## config.mk

```make
export PLATFORM = sky130hd
export DESIGN_NAME = flash_lock_and_calib_load
export DESIGN_NICKNAME = d
export VERILOG_FILES = /design/src/rtl/lock_pkg.sv /design/src/rtl/flash_lock_and_calib_load.sv
export SDC_FILE = /design/constraint.sdc
export NUM_CORES = 1
export LEC_CHECK = 0
export BUFFER_PORTS_ARGS = -buffer_cell sky130_fd_sc_hd__buf_2
export CORE_AREA = 4 4 75 94
export CTS_BUF_LIST = sky130_fd_sc_hd__clkbuf_4
export CTS_CLUSTER_SIZE = 12
export DETAILED_ROUTE_END_ITERATION = 16
export DIE_AREA = 0 0 79 98
export GPL_TIMING_DRIVEN = 1
export PLACE_DENSITY = 0.83
export SETUP_SLACK_MARGIN = 0.5
export SYNTH_ARGS = -nofsm -noshare
export SYNTH_HDL_FRONTEND = slang
export SYNTH_SLANG_ARGS = --single-unit
```

## constraint.sdc

```tcl
create_clock -name sys_clk -period 3.8 [get_ports sys_clk]
set_input_delay 0.38 -clock sys_clk [delete_from_list [all_inputs] [get_ports sys_clk]]
set_output_delay 0.38 -clock sys_clk [all_outputs]
set_load 0.01 [all_outputs]
```

## src/rtl/lock_pkg.sv

```systemverilog
// Function
// (RULE1) application section lock field accepts only stricter or unchanged values
// (RULE2) application section lock returns to unlocked only on chip erase
// (RULE3) application lock 10 or 00 blocks self-program stores into application
// (RULE4) application lock 01 or 00 refuses boot-side loads from application
// (RULE5) read-locked application fields with boot vectors mask interrupts in app
// (RULE6) application table lock only tightens, cleared only by chip erase
// (RULE7) table lock 10 or 00 blocks self-program stores into table section
// (RULE8) table lock 01 or 00 refuses boot-side loads from table section
// (RULE9) external programming lock field writable only by programming interface
// (RULE10) external programming lock unlocked again only by chip erase
// (RULE11) any zero external lock bit blocks test interface and debugger
// (RULE12) external programming lock never restricts on-chip software accesses
// (RULE13) external lock 11 applies no programming interface locks
// (RULE14) external lock 10 blocks flash/EEPROM programming and fuse writes
// (RULE15) external lock 00 blocks programming, read-back, lock and fuse access
// (RULE16) programmer sets fuses and boot locks before external lock field
// (RULE17) reset copies signature byte 0x00 into 2MHz loop calibration B
// (RULE18) reset copies signature byte 0x01 into 2MHz loop calibration A
// (RULE19) reset copies low-frequency oscillator factory byte into its calibration
// (RULE20) reset copies signature byte 0x03 into 32MHz loop calibration B
// (RULE21) factory calibration bytes are eight-bit, read-only, production fixed
// (RULE22) lock writes store AND of current and written value
//
// shared constants and carriers for the flash lock and calibration block.
// assumes one 25 MHz clock; nvm and signature row sit on the same clock.
package lock_pkg;

  // register indices; byte address is four times the index
  localparam logic [3:0] IDX_OSC2M_B  = 4'h0;
  localparam logic [3:0] IDX_OSC2M_A  = 4'h1;
  localparam logic [3:0] IDX_OSC32K   = 4'h2;
  localparam logic [3:0] IDX_OSC32M_B = 4'h3;
  localparam logic [3:0] IDX_LOCK     = 4'h8;
  localparam logic [3:0] IDX_STATUS   = 4'h9;

  // lock word layout
  localparam int LOCK_W   = 6;
  localparam int APP_LSB  = 4;
  localparam int TBL_LSB  = 2;
  localparam int EXT_LSB  = 0;
  localparam logic [5:0] LOCK_UNLOCKED = 6'h3F;
  localparam logic [1:0] UNLOCKED_SETTING          = 2'h3;
  localparam logic [1:0] WRITE_LOCKED_SETTING      = 2'h2;
  localparam logic [1:0] READ_LOCKED_SETTING       = 2'h1;
  localparam logic [1:0] READ_WRITE_LOCKED_SETTING = 2'h0;
  localparam logic [1:0] UNLOCKED_PROG_SETTING     = 2'h3;

  // status word: bit 0 calibration loaded
  localparam int STAT_READY = 0;
  localparam logic [7:0] CAL_RESET = 8'h00;

  typedef enum logic [1:0] {
    SEC_APP   = 2'h0,
    SEC_TABLE = 2'h1,
    SEC_BOOT  = 2'h2
  } sec_t;

  typedef struct packed {
    logic [7:0] osc2m_cal_b_factory;
    logic [7:0] osc2m_cal_a_factory;
    logic [7:0] osc32k_cal_factory;
    logic [7:0] osc32m_cal_b_factory;
  } sig_row_t;

  typedef struct packed {
    logic [7:0] loop2m_b;
    logic [7:0] loop2m_a;
    logic [7:0] osc32k;
    logic [7:0] loop32m_b;
  } cal_t;

  typedef struct packed {
    logic self_program_store;
    logic program_memory_load;
    logic exec_in_boot;
    logic ivec_in_boot;
    sec_t target;
  } cpu_req_t;

  typedef struct packed {
    logic store_ok;
    logic load_ok;
    logic irq_off;
  } cpu_ans_t;

  typedef struct packed {
    logic       chip_erase;
    logic       lock_we;
    logic [5:0] lock_wdata;
  } ext_req_t;

  typedef struct packed {
    logic test_interface_ok;
    logic on_chip_debugger_ok;
    logic mem_prog_ok;
    logic mem_read_ok;
    logic fuse_write_ok;
    logic lock_read_ok;
    logic lock_write_ok;
  } ext_ans_t;

endpackage

```

## src/rtl/flash_lock_and_calib_load.sv

```systemverilog
// lock-bit protection for flash/EEPROM plus factory calibration load.
// assumes cpu, programming interface, nvm and signature row share sys_clk;
// lock_nv holds the stored lock word, sig_row the factory bytes.
`timescale 1ns/1ns
`default_nettype none

module flash_lock_and_calib_load
  import lock_pkg::*;
(
  // clock and reset
  input  wire logic              sys_clk,
  input  wire logic              rst,
  input  wire logic              ce,
  // nonvolatile lock word and signature row
  input  wire logic [LOCK_W-1:0] lock_nv,
  input  wire sig_row_t          sig_row,
  output logic      [LOCK_W-1:0] lock_word,
  // calibration registers of the oscillators
  output cal_t                   cal,
  output logic                   ready,
  // cpu program-memory accesses
  input  wire cpu_req_t          cpu,
  output cpu_ans_t               cpu_ans,
  // external programming interface
  input  wire ext_req_t          ext,
  output ext_ans_t               ext_ans,
  // avalon-mm slave
  input  wire logic [5:0]        avs_address,
  input  wire logic              avs_read,
  input  wire logic              avs_write,
  input  wire logic [31:0]       avs_writedata,
  input  wire logic [3:0]        avs_byteenable,
  output logic      [31:0]       avs_readdata,
  output logic                   avs_waitrequest
);

  typedef enum logic [1:0] {
    ST_LOAD = 2'b00,
    ST_CAL  = 2'b01,
    ST_RUN  = 2'b11
  } st_t;

  // tighten only: a zero bit survives until chip erase
  function automatic logic [LOCK_W-1:0] tighten(
    input logic [LOCK_W-1:0] cur,
    input logic [LOCK_W-1:0] wr
  );
    tighten = cur & wr;
  endfunction

  function automatic logic [1:0] field(
    input logic [LOCK_W-1:0] w,
    input int                lsb
  );
    field = w[lsb+:2];
  endfunction

  st_t               st_q;
  st_t               st_d;
  logic [LOCK_W-1:0] lock_q;
  logic [LOCK_W-1:0] lock_d;
  logic [LOCK_W-1:0] sw_tight;
  cal_t              cal_q;
  cal_t              cal_d;
  logic              ack_q;
  logic              ack_d;
  logic [31:0]       rdata_q;
  logic [31:0]       rdata_d;

  logic [1:0]  app_lk;
  logic [1:0]  tbl_lk;
  logic [1:0]  ext_lk;
  logic        req;
  logic        sw_lock_wr;
  logic [3:0]  idx;

  assign app_lk = field(lock_q, APP_LSB);
  assign tbl_lk = field(lock_q, TBL_LSB);
  assign ext_lk = field(lock_q, EXT_LSB);
  assign idx    = avs_address[5:2];
  assign req    = avs_read | avs_write;
  assign sw_tight = tighten(lock_q, avs_writedata[LOCK_W-1:0]);

  // bus held off until the calibration load is done
  assign avs_waitrequest = req & (~ack_q | (st_q != ST_RUN));
  assign sw_lock_wr = avs_write & ack_q & (st_q == ST_RUN)
                    & (idx == IDX_LOCK) & avs_byteenable[0];

  // startup and lock storage
  always_comb begin
    st_d   = st_q;
    lock_d = lock_q;
    cal_d  = cal_q;
    unique case (st_q)
      ST_LOAD: begin
        lock_d = lock_nv;
        st_d   = ST_CAL;
      end
      ST_CAL: begin
        cal_d.loop2m_b  = sig_row.osc2m_cal_b_factory;  // RULE17
        cal_d.loop2m_a  = sig_row.osc2m_cal_a_factory;  // RULE18
        cal_d.osc32k    = sig_row.osc32k_cal_factory;   // RULE19
        cal_d.loop32m_b = sig_row.osc32m_cal_b_factory; // RULE20
        st_d            = ST_RUN;
      end
      ST_RUN: begin
        // software may tighten only the application fields
        if (sw_lock_wr) begin
          lock_d[APP_LSB+:2] = sw_tight[APP_LSB+:2]; // RULE1 RULE22
          lock_d[TBL_LSB+:2] = sw_tight[TBL_LSB+:2]; // RULE6
        end
        // only the programming interface touches the external field
        if (ext.lock_we && ext_ans.lock_write_ok) begin
          lock_d = tighten(lock_d, ext.lock_wdata); // RULE9
        end
        // erase wins over any write in the same cycle
        if (ext.chip_erase) begin
          lock_d = LOCK_UNLOCKED; // RULE2 RULE10
        end
      end
      default: st_d = ST_LOAD;
    endcase
  end

  always_ff @(posedge sys_clk or posedge rst) begin
    if (rst) begin
      st_q   <= ST_LOAD;
      lock_q <= LOCK_UNLOCKED;
      cal_q  <= '{CAL_RESET, CAL_RESET, CAL_RESET, CAL_RESET};
    end else if (ce) begin
      st_q   <= st_d;
      lock_q <= lock_d;
      cal_q  <= cal_d;
    end
  end

  assign lock_word = lock_q;
  assign cal       = cal_q;
  assign ready     = (st_q == ST_RUN);

  // cpu side checks; the external field is deliberately ignored here
  always_comb begin
    cpu_ans = '{store_ok: 1'b1, load_ok: 1'b1, irq_off: 1'b0}; // RULE12
    if (cpu.self_program_store) begin
      if (cpu.target == SEC_APP && !app_lk[0])
        cpu_ans.store_ok = 1'b0; // RULE3
      if (cpu.target == SEC_TABLE && !tbl_lk[0])
        cpu_ans.store_ok = 1'b0; // RULE7
    end
    if (cpu.program_memory_load && cpu.exec_in_boot) begin
      if (cpu.target == SEC_APP && !app_lk[1])
        cpu_ans.load_ok = 1'b0; // RULE4
      if (cpu.target == SEC_TABLE && !tbl_lk[1])
        cpu_ans.load_ok = 1'b0; // RULE8
    end
    // read-locked fields are the ones with bit 1 low
    if (cpu.ivec_in_boot && !cpu.exec_in_boot
        && (!app_lk[1] || !tbl_lk[1]))
      cpu_ans.irq_off = 1'b1; // RULE5
  end

  // programming interface checks
  always_comb begin
    ext_ans = '1; // RULE13
    if (ext_lk != UNLOCKED_PROG_SETTING) begin
      ext_ans.test_interface_ok   = 1'b0; // RULE11
      ext_ans.on_chip_debugger_ok = 1'b0; // RULE11
      ext_ans.mem_prog_ok         = 1'b0; // RULE14 RULE15
      ext_ans.fuse_write_ok       = 1'b0; // RULE14 RULE15
    end
    if (ext_lk == READ_WRITE_LOCKED_SETTING) begin
      ext_ans.mem_read_ok   = 1'b0; // RULE15
      ext_ans.lock_read_ok  = 1'b0; // RULE15
      ext_ans.lock_write_ok = 1'b0; // RULE15
    end
    // lock field 01 is undefined; treated as fully read-write locked
    if (ext_lk == READ_LOCKED_SETTING) begin
      ext_ans.mem_read_ok   = 1'b0;
      ext_ans.lock_read_ok  = 1'b0;
      ext_ans.lock_write_ok = 1'b0;
    end
  end

  // bus slave: one wait cycle, data from a flop
  always_comb begin
    ack_d   = req & ~ack_q & (st_q == ST_RUN);
    rdata_d = rdata_q;
    if (avs_read && !ack_q) begin
      unique case (idx)
        IDX_OSC2M_B:  rdata_d = {24'h00_0000, sig_row.osc2m_cal_b_factory};
        IDX_OSC2M_A:  rdata_d = {24'h00_0000, sig_row.osc2m_cal_a_factory};
        IDX_OSC32K:   rdata_d = {24'h00_0000, sig_row.osc32k_cal_factory};
        IDX_OSC32M_B: rdata_d = {24'h00_0000, sig_row.osc32m_cal_b_factory};
        IDX_LOCK:     rdata_d = {26'h000_0000, lock_q};
        IDX_STATUS:   rdata_d = {31'h0000_0000, ready};
        default:      rdata_d = 32'h0000_0000;
      endcase
    end
  end

  always_ff @(posedge sys_clk or posedge rst) begin
    if (rst) begin
      ack_q   <= 1'b0;
      rdata_q <= 32'h0000_0000;
    end else if (ce) begin
      ack_q   <= ack_d;
      rdata_q <= rdata_d;
    end
  end

  assign avs_readdata = rdata_q;
endmodule

`default_nettype wire

```

==> flow_summary_export.csv, run 1 <==
group,metric,value,unit
status,outcome,"finished, final reports clean",
routing,viasPerCell,4.99,
setup_path,end_kind,"output pin",
setup_path,path_class,"reg -> out",
routing,ant_nets,0,
power,p_leak,1.67,nW
timing,setup_violations,0,
die,num_rows,32,
cts,clkSlewWorstSetupHoldPaths,150,ps
final_layout,multi_input_area,0.00126,mm2
place,io_buffers,123,
yosys,yosys_most_used_dff,"dfrtp_1",
grt,grt_start_max_net_pins,50,
final_layout,stdcell_count,438,
final_layout,final_nets,454,
cts,post_cts_resized,0,
die,fp.dieH,98,um
die,initial_core_util,43.8,%
run,drv_cap,0,
setup_path,critPathSlowestCell,"ha_1",
cts,cts.sinks,49,
final_layout,final_util,53.6,%
place,dpl_cell_area,0.00325,mm2
timing,whs,232,ps
yosys,synth-compound-area-share,13.8,%
final_layout,final_cell_area,0.00330,mm2
yosys,synth_edf_count,0,
timing,fmax,523,MHz
routing,wl,7040,um
min_path,hp-class,"in -> async",
final_layout,drive_above_1_share,51.3,%
grt,antenna_found_initial,0,
timing,finalWorstSetupSlack,1890,ps
final_layout,regArea,0.00123,mm2
power,p_per_area,656,mW/mm2
yosys,ys_async_sr_fraction,100,%
timing,period_share,50.3,%
yosys,ys_ff_latch,49,
setup_path,path_buf_inv,1,
yosys,synthAdderAreaFrac,1.39,%
setup_path,start_kind,"flop",
routing,drt_iter0_markers,85,
routing,drc,0,
timing,relSlewSlack,33.6,%
cts,hold_buffers,0,
final_layout,area_growth,22.4,%
setup_path,cp_max_fo,15,
cts,cts_root_buf,"clkbuf_4",
routing,dr_total_vias,2185,
grt,grt_pass1_wl,11000,um
die,fp.dieW,79,um
cts,h-tree-depth,2,
die,die_area,0.00774,mm2
die,boundaryPins,181,
final_layout,num_antenna_cells,0,
cts,cts_tree,"done",
timing,fin_tns_setup,0,ps
yosys,muxShareOfSynthArea,20.0,%
setup_path,cp_data_required_time,3420,ps
setup_path,path_cells,"ha_1, a21oi_1, buf_2",
power,power,2.17,mW
grt,overflow,0,
yosys,syn_area_per_cell,11.4,um2
power,ir_drop,0.336,mV
yosys,yosys_warnings,0,
yosys,yosys.area_share.simple,8.29,%
timing,hold_viol,0,
yosys,syn-instance-count,236,
yosys,ys_seq_area_share,45.7,%
setup_path,slowest_delay,460,ps
routing,wire_per_inst,16.1,um
setup_path,critPathTopFamily,"adder cells",
place,preCtsSetupSlack,2050,ps
cts,clockBufferDepth,2,
yosys,synth_top_family_by_area,"multiplexers",
die,coreArea,0.00617,mm2
setup_path,arrival,1530,ps
timing,min_period,1910,ps
timing,slew_violations,0,
place,hpwl,5740,um
yosys,syn-cell-area,0.00270,mm2
timing,tightest_slew,995,ps
grt,grt_pass1_vias,2226,
timing,rsz0062_at_grt,"false",
cts,clk_latency,370,ps
yosys,synth.lib_cells_used.distinct,42,
grt,track_usage,18.0,%
yosys,synthXorXnorAreaFrac,0,%
cts,cts_buffers,5,
cts,post_cts_buffers,0,
routing,drt_pre_antenna_iters,4,
final_layout,fillers,581,
place,gp_congestion,0.750,
place,placed_cells,430,
timing,fin_skew,18.8,ps
area by class of cell:
cell class | instances | share of cell area, %
Timing Repair Buffer | 124 | 18.9
Tap cell | 85 | 3.22
Clock buffer | 6 | 1.36
Sequential cell | 49 | 37.3
Inverter | 6 | 0.682
Multi-Input combinational cell | 166 | 38.2
Clock inverter | 2 | 0.303
worst reg2reg max path: stages, from the launching register on:
cell     delay (ps)
dfrtp_1         410
inv_1            80
ha_1            210
nand2_1         170
buf_4           390
mux2_2          400
sequential cells by signal, summed over array words and instances, names as in the netlist:
| register | cells |
|---|---|
| lock_word | 6 |
| avs_readdata | 8 |
| cal | 32 |
| st_q | 2 |
| ack_q | 1 |
cell usage in the layout, fill, tap and decap left out, types with 2 or more instances in the layout:
master / n
buf_2: 123
dfrtp_1: 43
mux2_2: 35
conb_1: 24
o21ai_0: 15
mux2i_1: 10
a21oi_1: 8
nand2_1: 7
a22oi_1: 7
a22o_1: 7
clkbuf_4: 6
dfstp_2: 6
or3_1: 5
inv_1: 5
nand2b_1: 4
nor2_1: 4
o221ai_1: 4
nor2b_1: 4
a32oi_1: 3
a21o_1: 3
mux2_4: 3
ha_1: 3
nor3_1: 2
o21ai_1: 2
o22ai_1: 2
clkinv_2: 2
where the power goes:
part | switching, mW | total [mW] | internal [mW]
Sequential | 0.148 | 0.922 | 0.774
Clock | 0.160 | 0.238 | 0.0780
Combinational | 0.514 | 1.01 | 0.493
cells in the mapped netlist (5+ instances only):
cell	instances	share of area, %
a22oi_1	7	1.9
a22o_1	7	2.3
nand2_1	7	0.97
buf_2	6	1.1
a21oi_1	8	1.5
dfstp_2	6	5.8
or3_1	5	1.2
mux2i_1	10	3.7
inv_1	6	0.83
dfrtp_1	43	40
buf_4	29	8.1
mux2_2	35	15
o21ai_0	15	2.8
routing by layer:
layer	GRT usage, %	share of wire (%)
met3	4.34	8.4
met2	33.5	53
met4	3.97	0.90
met1	20.5	37
met5	0	0
kinds of logic (layout without fill, tap and decap cells):
kind of cell	Yosys count	count (layout)
fa+ha+maj	3	3
other cells	1	24
flops	49	49
simple gates	36	36
mux	48	48
buf+inv	44	138
compound gates	55	55
path summary, 6_finish.rpt:
check                      slack, ps         endpoint            start  cells after the start
setup / recovery                1890  avs_waitrequest          st_q[1]                      3
hold / removal                   230          cal[29]              rst                      2
setup reg to reg                2020           cal[8]          st_q[1]                      5
hold reg to reg                  500  avs_readdata[0]  avs_readdata[0]                      1
max in group asynchronous       2950          cal[24]              rst                      2
min in group sys_clk             260          cal[20]      sig_row[20]                      2
(Power assumes the default switching activity.)
==> run 2: changes to the inputs <==
Settings changed: ABC_AREA set to 1, CORE_AREA 4 4 75 94 to 4 4 81 101, DIE_AREA 0 0 79 98 to 0 0 85 105, PLACE_DENSITY 0.83 to 0.77.
Clock period 3.8 ns to 1.7 ns, I/O delays scaled along.
==> run 2 against run 1 <==
Against the previous run: clock skew fell by 15 ps; final area rose by 19%; via count rose by 20%; non-clock buffer count rose by 29; critical endpoint is now cal[9]; largest power group is now registers.
==> flow_summary_export.csv, run 2 <==
group,metric,value,unit
place,hpwl,6210,um
timing,tightest_slew,613,ps
die,fp.dieH,105,um
final_layout,stdcell_count,552,
yosys,synth.top_cell.area_share,39.1,%
routing,dr_total_vias,2612,
yosys,syn-cell-area,0.00276,mm2
final_layout,num_antenna_cells,0,
routing,drt_iter0_markers,81,
yosys,synth_edf_count,0,
timing,setup_violations,0,
place,io_buffers,123,
status,outcome,"finished, final reports clean",
setup_path,start_kind,"flop",
yosys,synth-compound-area-share,3.91,%
routing,ant_nets,0,
setup_path,path_class,"reg -> reg",
run,drv_cap,0,
yosys,yosys_most_used_dff,"dfrtp_1",
cts,clockBufferDepth,2,
cts,clkSlewWorstSetupHoldPaths,140,ps
yosys,synth.top_cells.by_count,"nand2_1, dfrtp_1, nor2_1, nand3_1, mux2_2",
yosys,syn-instance-count,314,
setup_path,r2r-end,"cal[9]",
grt,grt_pass1_wl,12700,um
setup_path,end_kind,"flop",
min_path,hp-class,"in -> reg",
die,fp.dieW,85,um
power,p_clk_share,25.9,%
yosys,ys_async_sr_fraction,100,%
grt,grt_pass1_vias,2674,
timing,fmax,671,MHz
yosys,synth.lib_cells_used.distinct,26,
setup_path,cp_data_required_time,1960,ps
power,comb_power_share,25.1,%
place,placed_cells,523,
die,boundaryPins,181,
final_layout,final_common_cell,"buf_2",
timing,slew_violations,0,
cts,h-tree-depth,2,
place,gp_congestion,0.809,
yosys,yosys_warnings,0,
cts,cts.sinks,49,
setup_path,r2r-start,"st_q[1]",
routing,wire_per_inst,14.9,um
yosys,synth_most_common_cell,"nand2_1",
setup_path,ff2ff_path_depth,5,
setup_path,arrival,1750,ps
final_layout,area_growth,42.7,%
yosys,synthAdderAreaFrac,1.36,%
power,seqPwrFrac,49.1,%
timing,fin_tns_setup,0,ps
timing,fin_skew,3.84,ps
routing,drt_pre_antenna_iters,4,
yosys,ys_ff_latch,49,
die,initial_core_util,37.7,%
final_layout,final_nets,562,
final_layout,largest_reg_flops,32,
yosys,synth_top_cell_by_area,"dfrtp_1",
final_layout,fillers,702,
min_path,whs_path_depth,2,
grt,antenna_found_initial,0,
yosys,syn_area_per_cell,8.77,um2
timing,rsz0062_at_grt,"true",
routing,drc,0,
final_layout,drive_above_1_share,50.9,%
setup_path,cp_max_fo,8,
min_path,hold_path_end,"cal[25]",
min_path,min_from,"sig_row[25]",
cts,cts_root_buf,"clkbuf_4",
die,coreArea,0.00731,mm2
power,p_int,1.83,mW
final_layout,final_cell_mix,"buf_2, nand2_1, dfrtp_1",
grt,track_usage,17.7,%
power,ir_drop,0.300,mV
cts,clk_latency,360,ps
routing,wl,8230,um
power,p_leak,2.27,nW
die,num_rows,35,
timing,relSlewSlack,59.0,%
yosys,ys_seq_area_share,44.8,%
yosys,netlist_top_cells_area,"dfrtp_1, mux2_2, nand2_1, buf_4, nand3_1",
timing,hold_viol,0,
yosys,muxShareOfSynthArea,13.1,%
grt,grt_start_max_net_pins,30,
power,p_sw_share,29.1,%
setup_path,r2r_slack,210,ps
yosys,synth_top_family_by_area,"simple AND/OR/NAND/NOR gates",
power,p_switching,0.754,mW
routing,viasPerCell,4.73,
yosys,yosys.area_share.simple,24.0,%
power,p_per_area,658,mW/mm2
cts,cts_tree,"done",
yosys,synthXorXnorAreaFrac,0,%
grt,overflow,0,
cts,cts_buffers,5,
timing,period_share,87.7,%
timing,whs,48.1,ps
timing,min_period,1490,ps
die,die_area,0.00893,mm2
-- run 2: changes by cell type after synthesis, sizes merged, moves of 4 or more --
cell,before,now
nor2b,4,0
nand3,1,33
a22oi,7,0
nand2,7,72
nand2b,4,0
nor2,4,37
inv,6,22
mux2,38,32
o221ai,4,0
mux2i,10,0
o21ai,17,7
a22o,7,0
or3,5,0
-- run 2: worst max-delay path: stages, from the launching register on --
cell and delay (ps):
dfrtp_1 450, inv_2 80, ha_2 210, nand2_4 140, clkbuf_16 180, mux2_2 330
-- run 2: worst max path at each step --
stage | depth (start not counted) | slack, ps | to | from
6_report | 5 | 210 | cal[9] | st_q[1]
5_1_grt | 4 | 180 | cpu_ans[1] | lock_word[3]
4_1_cts | 3 | 230 | avs_waitrequest | st_q[0]
3_5_place_dp | 7 | 230 | lock_word[5] | st_q[1]
3_3_place_gp | 7 | 280 | lock_word[5] | st_q[0]
2_1_floorplan | 7 | 360 | lock_word[1] | st_q[0]
-- run 2: area by class of cell --
class | count | area (um2) | area share, %
clock buffer | 5 | 37.5 | 0.955
clock inverter | 2 | 35.0 | 0.891
inverter | 22 | 96.3 | 2.45
multi-input combinational | 229 | 1380 | 35.1
sequential | 49 | 1230 | 31.4
tap | 92 | 115 | 2.93
timing repair buffer | 153 | 1030 | 26.3
-- run 2: power by group through the flow --
stage / Sequential, mW / Combinational [mW] / Clock [mW]
after global placement: 1.29 / 0.479 / 0
after floorplan: 1.31 / 0.294 / 0
after CTS: 1.27 / 0.622 / 0.682
after global routing: 1.28 / 0.715 / 0.733
after detailed placement: 1.29 / 0.485 / 0
final: 1.27 / 0.649 / 0.669
-- run 2: metrics by stage --
step | util [%] | cell area [um2] | worst slack, ps | total power, mW
after CTS | 52.2 | 3820 | 232 | 2.57
after global placement | 46.5 | 3400 | 278 | 1.77
final | 53.8 | 3930 | 209 | 2.59
after detailed placement | 46.5 | 3400 | 226 | 1.78
after floorplan | - | 2870 | 361 | 1.60
after global routing | 53.8 | 3930 | 176 | 2.72
-- run 2: repair_timing --
item                                   CTS  global route
setup endpoints to repair               59            60
cloned                                   1             1
pin swaps                               11            13
setup buffers                           16             3
resized for setup                       47            21
endpoints found under the hold margin   20             0
hold buffers                             1             0
-- run 2: kinds of logic (layout without fill, tap and decap cells) --
kind of cell               after synthesis  after routing
buffers and inverters                   59            182
adders and majority gates                3              3
AOI/OAI and AO/OA                       18             18
DFF                                     49             49
muxes                                   32             32
other                                    1             24
and+or+nand+nor                        152            152
-- run 2: metal layers --
metal | wire length, um | global-route usage, %
met3 | 603 | 4.26
met4 | 124 | 5.09
met5 | 0 | 0
met2 | 4340 | 32.7
met1 | 3170 | 19.7
==> run 3: changes to the inputs <==
Settings changed: ABC_AREA 1 to 0, CORE_AREA 4 4 81 101 to 4 4 80 101, DIE_AREA 0 0 85 105 to 0 0 84 105, SLEW_MARGIN set to 20.
==> run 3 against run 2 <==
Against the previous run: count of clock-buffer cells in the layout grew 2; cell count shrank 14%; register-to-register slack lost 60 ps; first-iteration DRC count shrank 46%; sequential share of layout area grew 0.20 points; critical path depth grew 1; utilization grew 0.63 points; hold slack is essentially flat; critical endpoint is now lock_word[3].
==> flow_summary_export.csv, run 3 (synthesis results as in run 1) <==
group,metric,value,unit
die,num_rows,35,
cts,clk_latency,360,ps
timing,fin_skew,16.3,ps
final_layout,largest_reg_flops,32,
place,hpwl,5910,um
cts,clkSlewWorstSetupHoldPaths,140,ps
setup_path,end_kind,"flop",
timing,period_share,91.1,%
routing,wire_per_inst,17.0,um
die,die_area,0.00882,mm2
die,coreArea,0.00718,mm2
die,fp.dieH,105,um
die,fp.dieW,84,um
final_layout,final_cell_mix,"buf_2, dfrtp_1, mux2_2",
cts,cts_buffers,5,
timing,fin_tns_setup,0,ps
final_layout,area_growth,44.7,%
final_layout,drive_above_1_share,60.3,%
timing,relSlewSlack,64.4,%
grt,overflow,0,
grt,grt_pass1_wl,12600,um
final_layout,multi_input_area,0.00139,mm2
setup_path,cp_max_fo,8,
routing,viasPerCell,4.97,
timing,slew_violations,0,
final_layout,num_antenna_cells,0,
setup_path,path_class,"reg -> reg",
routing,drt_iter0_markers,44,
final_layout,stdcell_count,477,
setup_path,start_kind,"flop",
routing,wl,8100,um
run,drv_cap,0,
routing,drc,0,
grt,grt_pass1_vias,2550,
min_path,hp-class,"in -> reg",
final_layout,final_util,54.4,%
power,power,6.05,mW
setup_path,arrival,1850,ps
cts,cts_root_buf,"clkbuf_4",
timing,whs,47.7,ps
timing,hold_viol,0,
timing,setup_violations,0,
timing,tightest_slew,533,ps
place,placed_cells,442,
cts,clockBufferDepth,2,
cts,cts_tree,"done",
die,initial_core_util,37.6,%
power,ir_drop,0.719,mV
die,boundaryPins,181,
final_layout,final_common_cell,"buf_2",
final_layout,final_nets,486,
grt,antenna_found_initial,0,
timing,fmax,645,MHz
final_layout,regArea,0.00123,mm2
setup_path,cp_data_required_time,2000,ps
cts,cts.sinks,49,
routing,ant_nets,0,
place,io_buffers,123,
grt,grt_start_max_net_pins,29,
status,outcome,"finished, final reports clean",
power,p_per_area,1550,mW/mm2
final_layout,fillers,619,
grt,track_usage,18.0,%
routing,drt_pre_antenna_iters,4,
routing,dr_total_vias,2371,
cts,h-tree-depth,2,
timing,min_period,1550,ps
place,gp_congestion,0.867,
timing,rsz0062_at_grt,"true",
power,p_leak,1.93,nW
## run 3: cell count changes in the layout (fill, tap and decap cells not counted), sizes merged, moves of 5 or more
cell / delta
nand2: -65
nor2: -33
nand3: -32
inv: -16
mux2i: +10
o21ai: +10
a22o: +7
a22oi: +7
mux2: +6
or3: +5
## run 3: per-layer routing
metal  vias up  track usage (%)  part of all wire [%]
met4         0             5.75                  0.77
met3         5             4.81                   7.1
met1      1158             19.9                    39
met2       103             33.2                    54
li1       1105                -                     -
met5         -                0                     0
## run 3: worst max-delay path, cell delays in order (launching register included)
cell and delay (ps):
dfrtp_2 460, inv_1 140, ha_4 230, nand2b_4 170, or3_1 320, o21ai_1 110
a21oi_1 60
## run 3: layout make-up
type	count	share of cell area, %
Timing Repair Buffer	156	27.6
Sequential cell	49	31.6
Tap cell	92	2.95
Clock inverter	1	0.128
Clock buffer	7	1.35
Inverter	6	0.673
Multi-Input combinational cell	166	35.7
## run 3: path summary, 6_finish.rpt
path	slack [ps]	depth (start not counted)	end	startpoint
min	50	2	cal[30]	sig_row[30]
max	150	6	lock_word[3]	st_q[0]
min in group asynchronous	380	3	cal[20]	rst
max reg2reg	150	6	lock_word[3]	st_q[0]
max in group asynchronous	790	4	cal[8]	rst
min reg2reg	490	1	avs_readdata[0]	avs_readdata[0]
## run 3: where the power goes
| part | internal [mW] | total, mW | switching [mW] |
|---|---|---|---|
| registers | 1.73 | 2.04 | 0.305 |
| logic | 1.95 | 3.47 | 1.52 |
| clock network | 0.194 | 0.549 | 0.355 |
| total | 3.88 | 6.05 | 2.18 |
## run 3: per-stage QoR
stage / worst slack (ps) / area [um2]
floorplan: 324 / 2830
global placement: 225 / 3340
detailed placement: 182 / 3340
CTS: 158 / 3780
global route: 93.4 / 3910
finish: 151 / 3910
## run 3: repair_timing
item	CTS	global route
gates resized for setup	47	13
gates cloned	1	2
buffers inserted	20	3
endpoints found under the setup margin	66	66
hold buffers	1	0
hold endpoints to repair	15	0
pin swaps	12	7
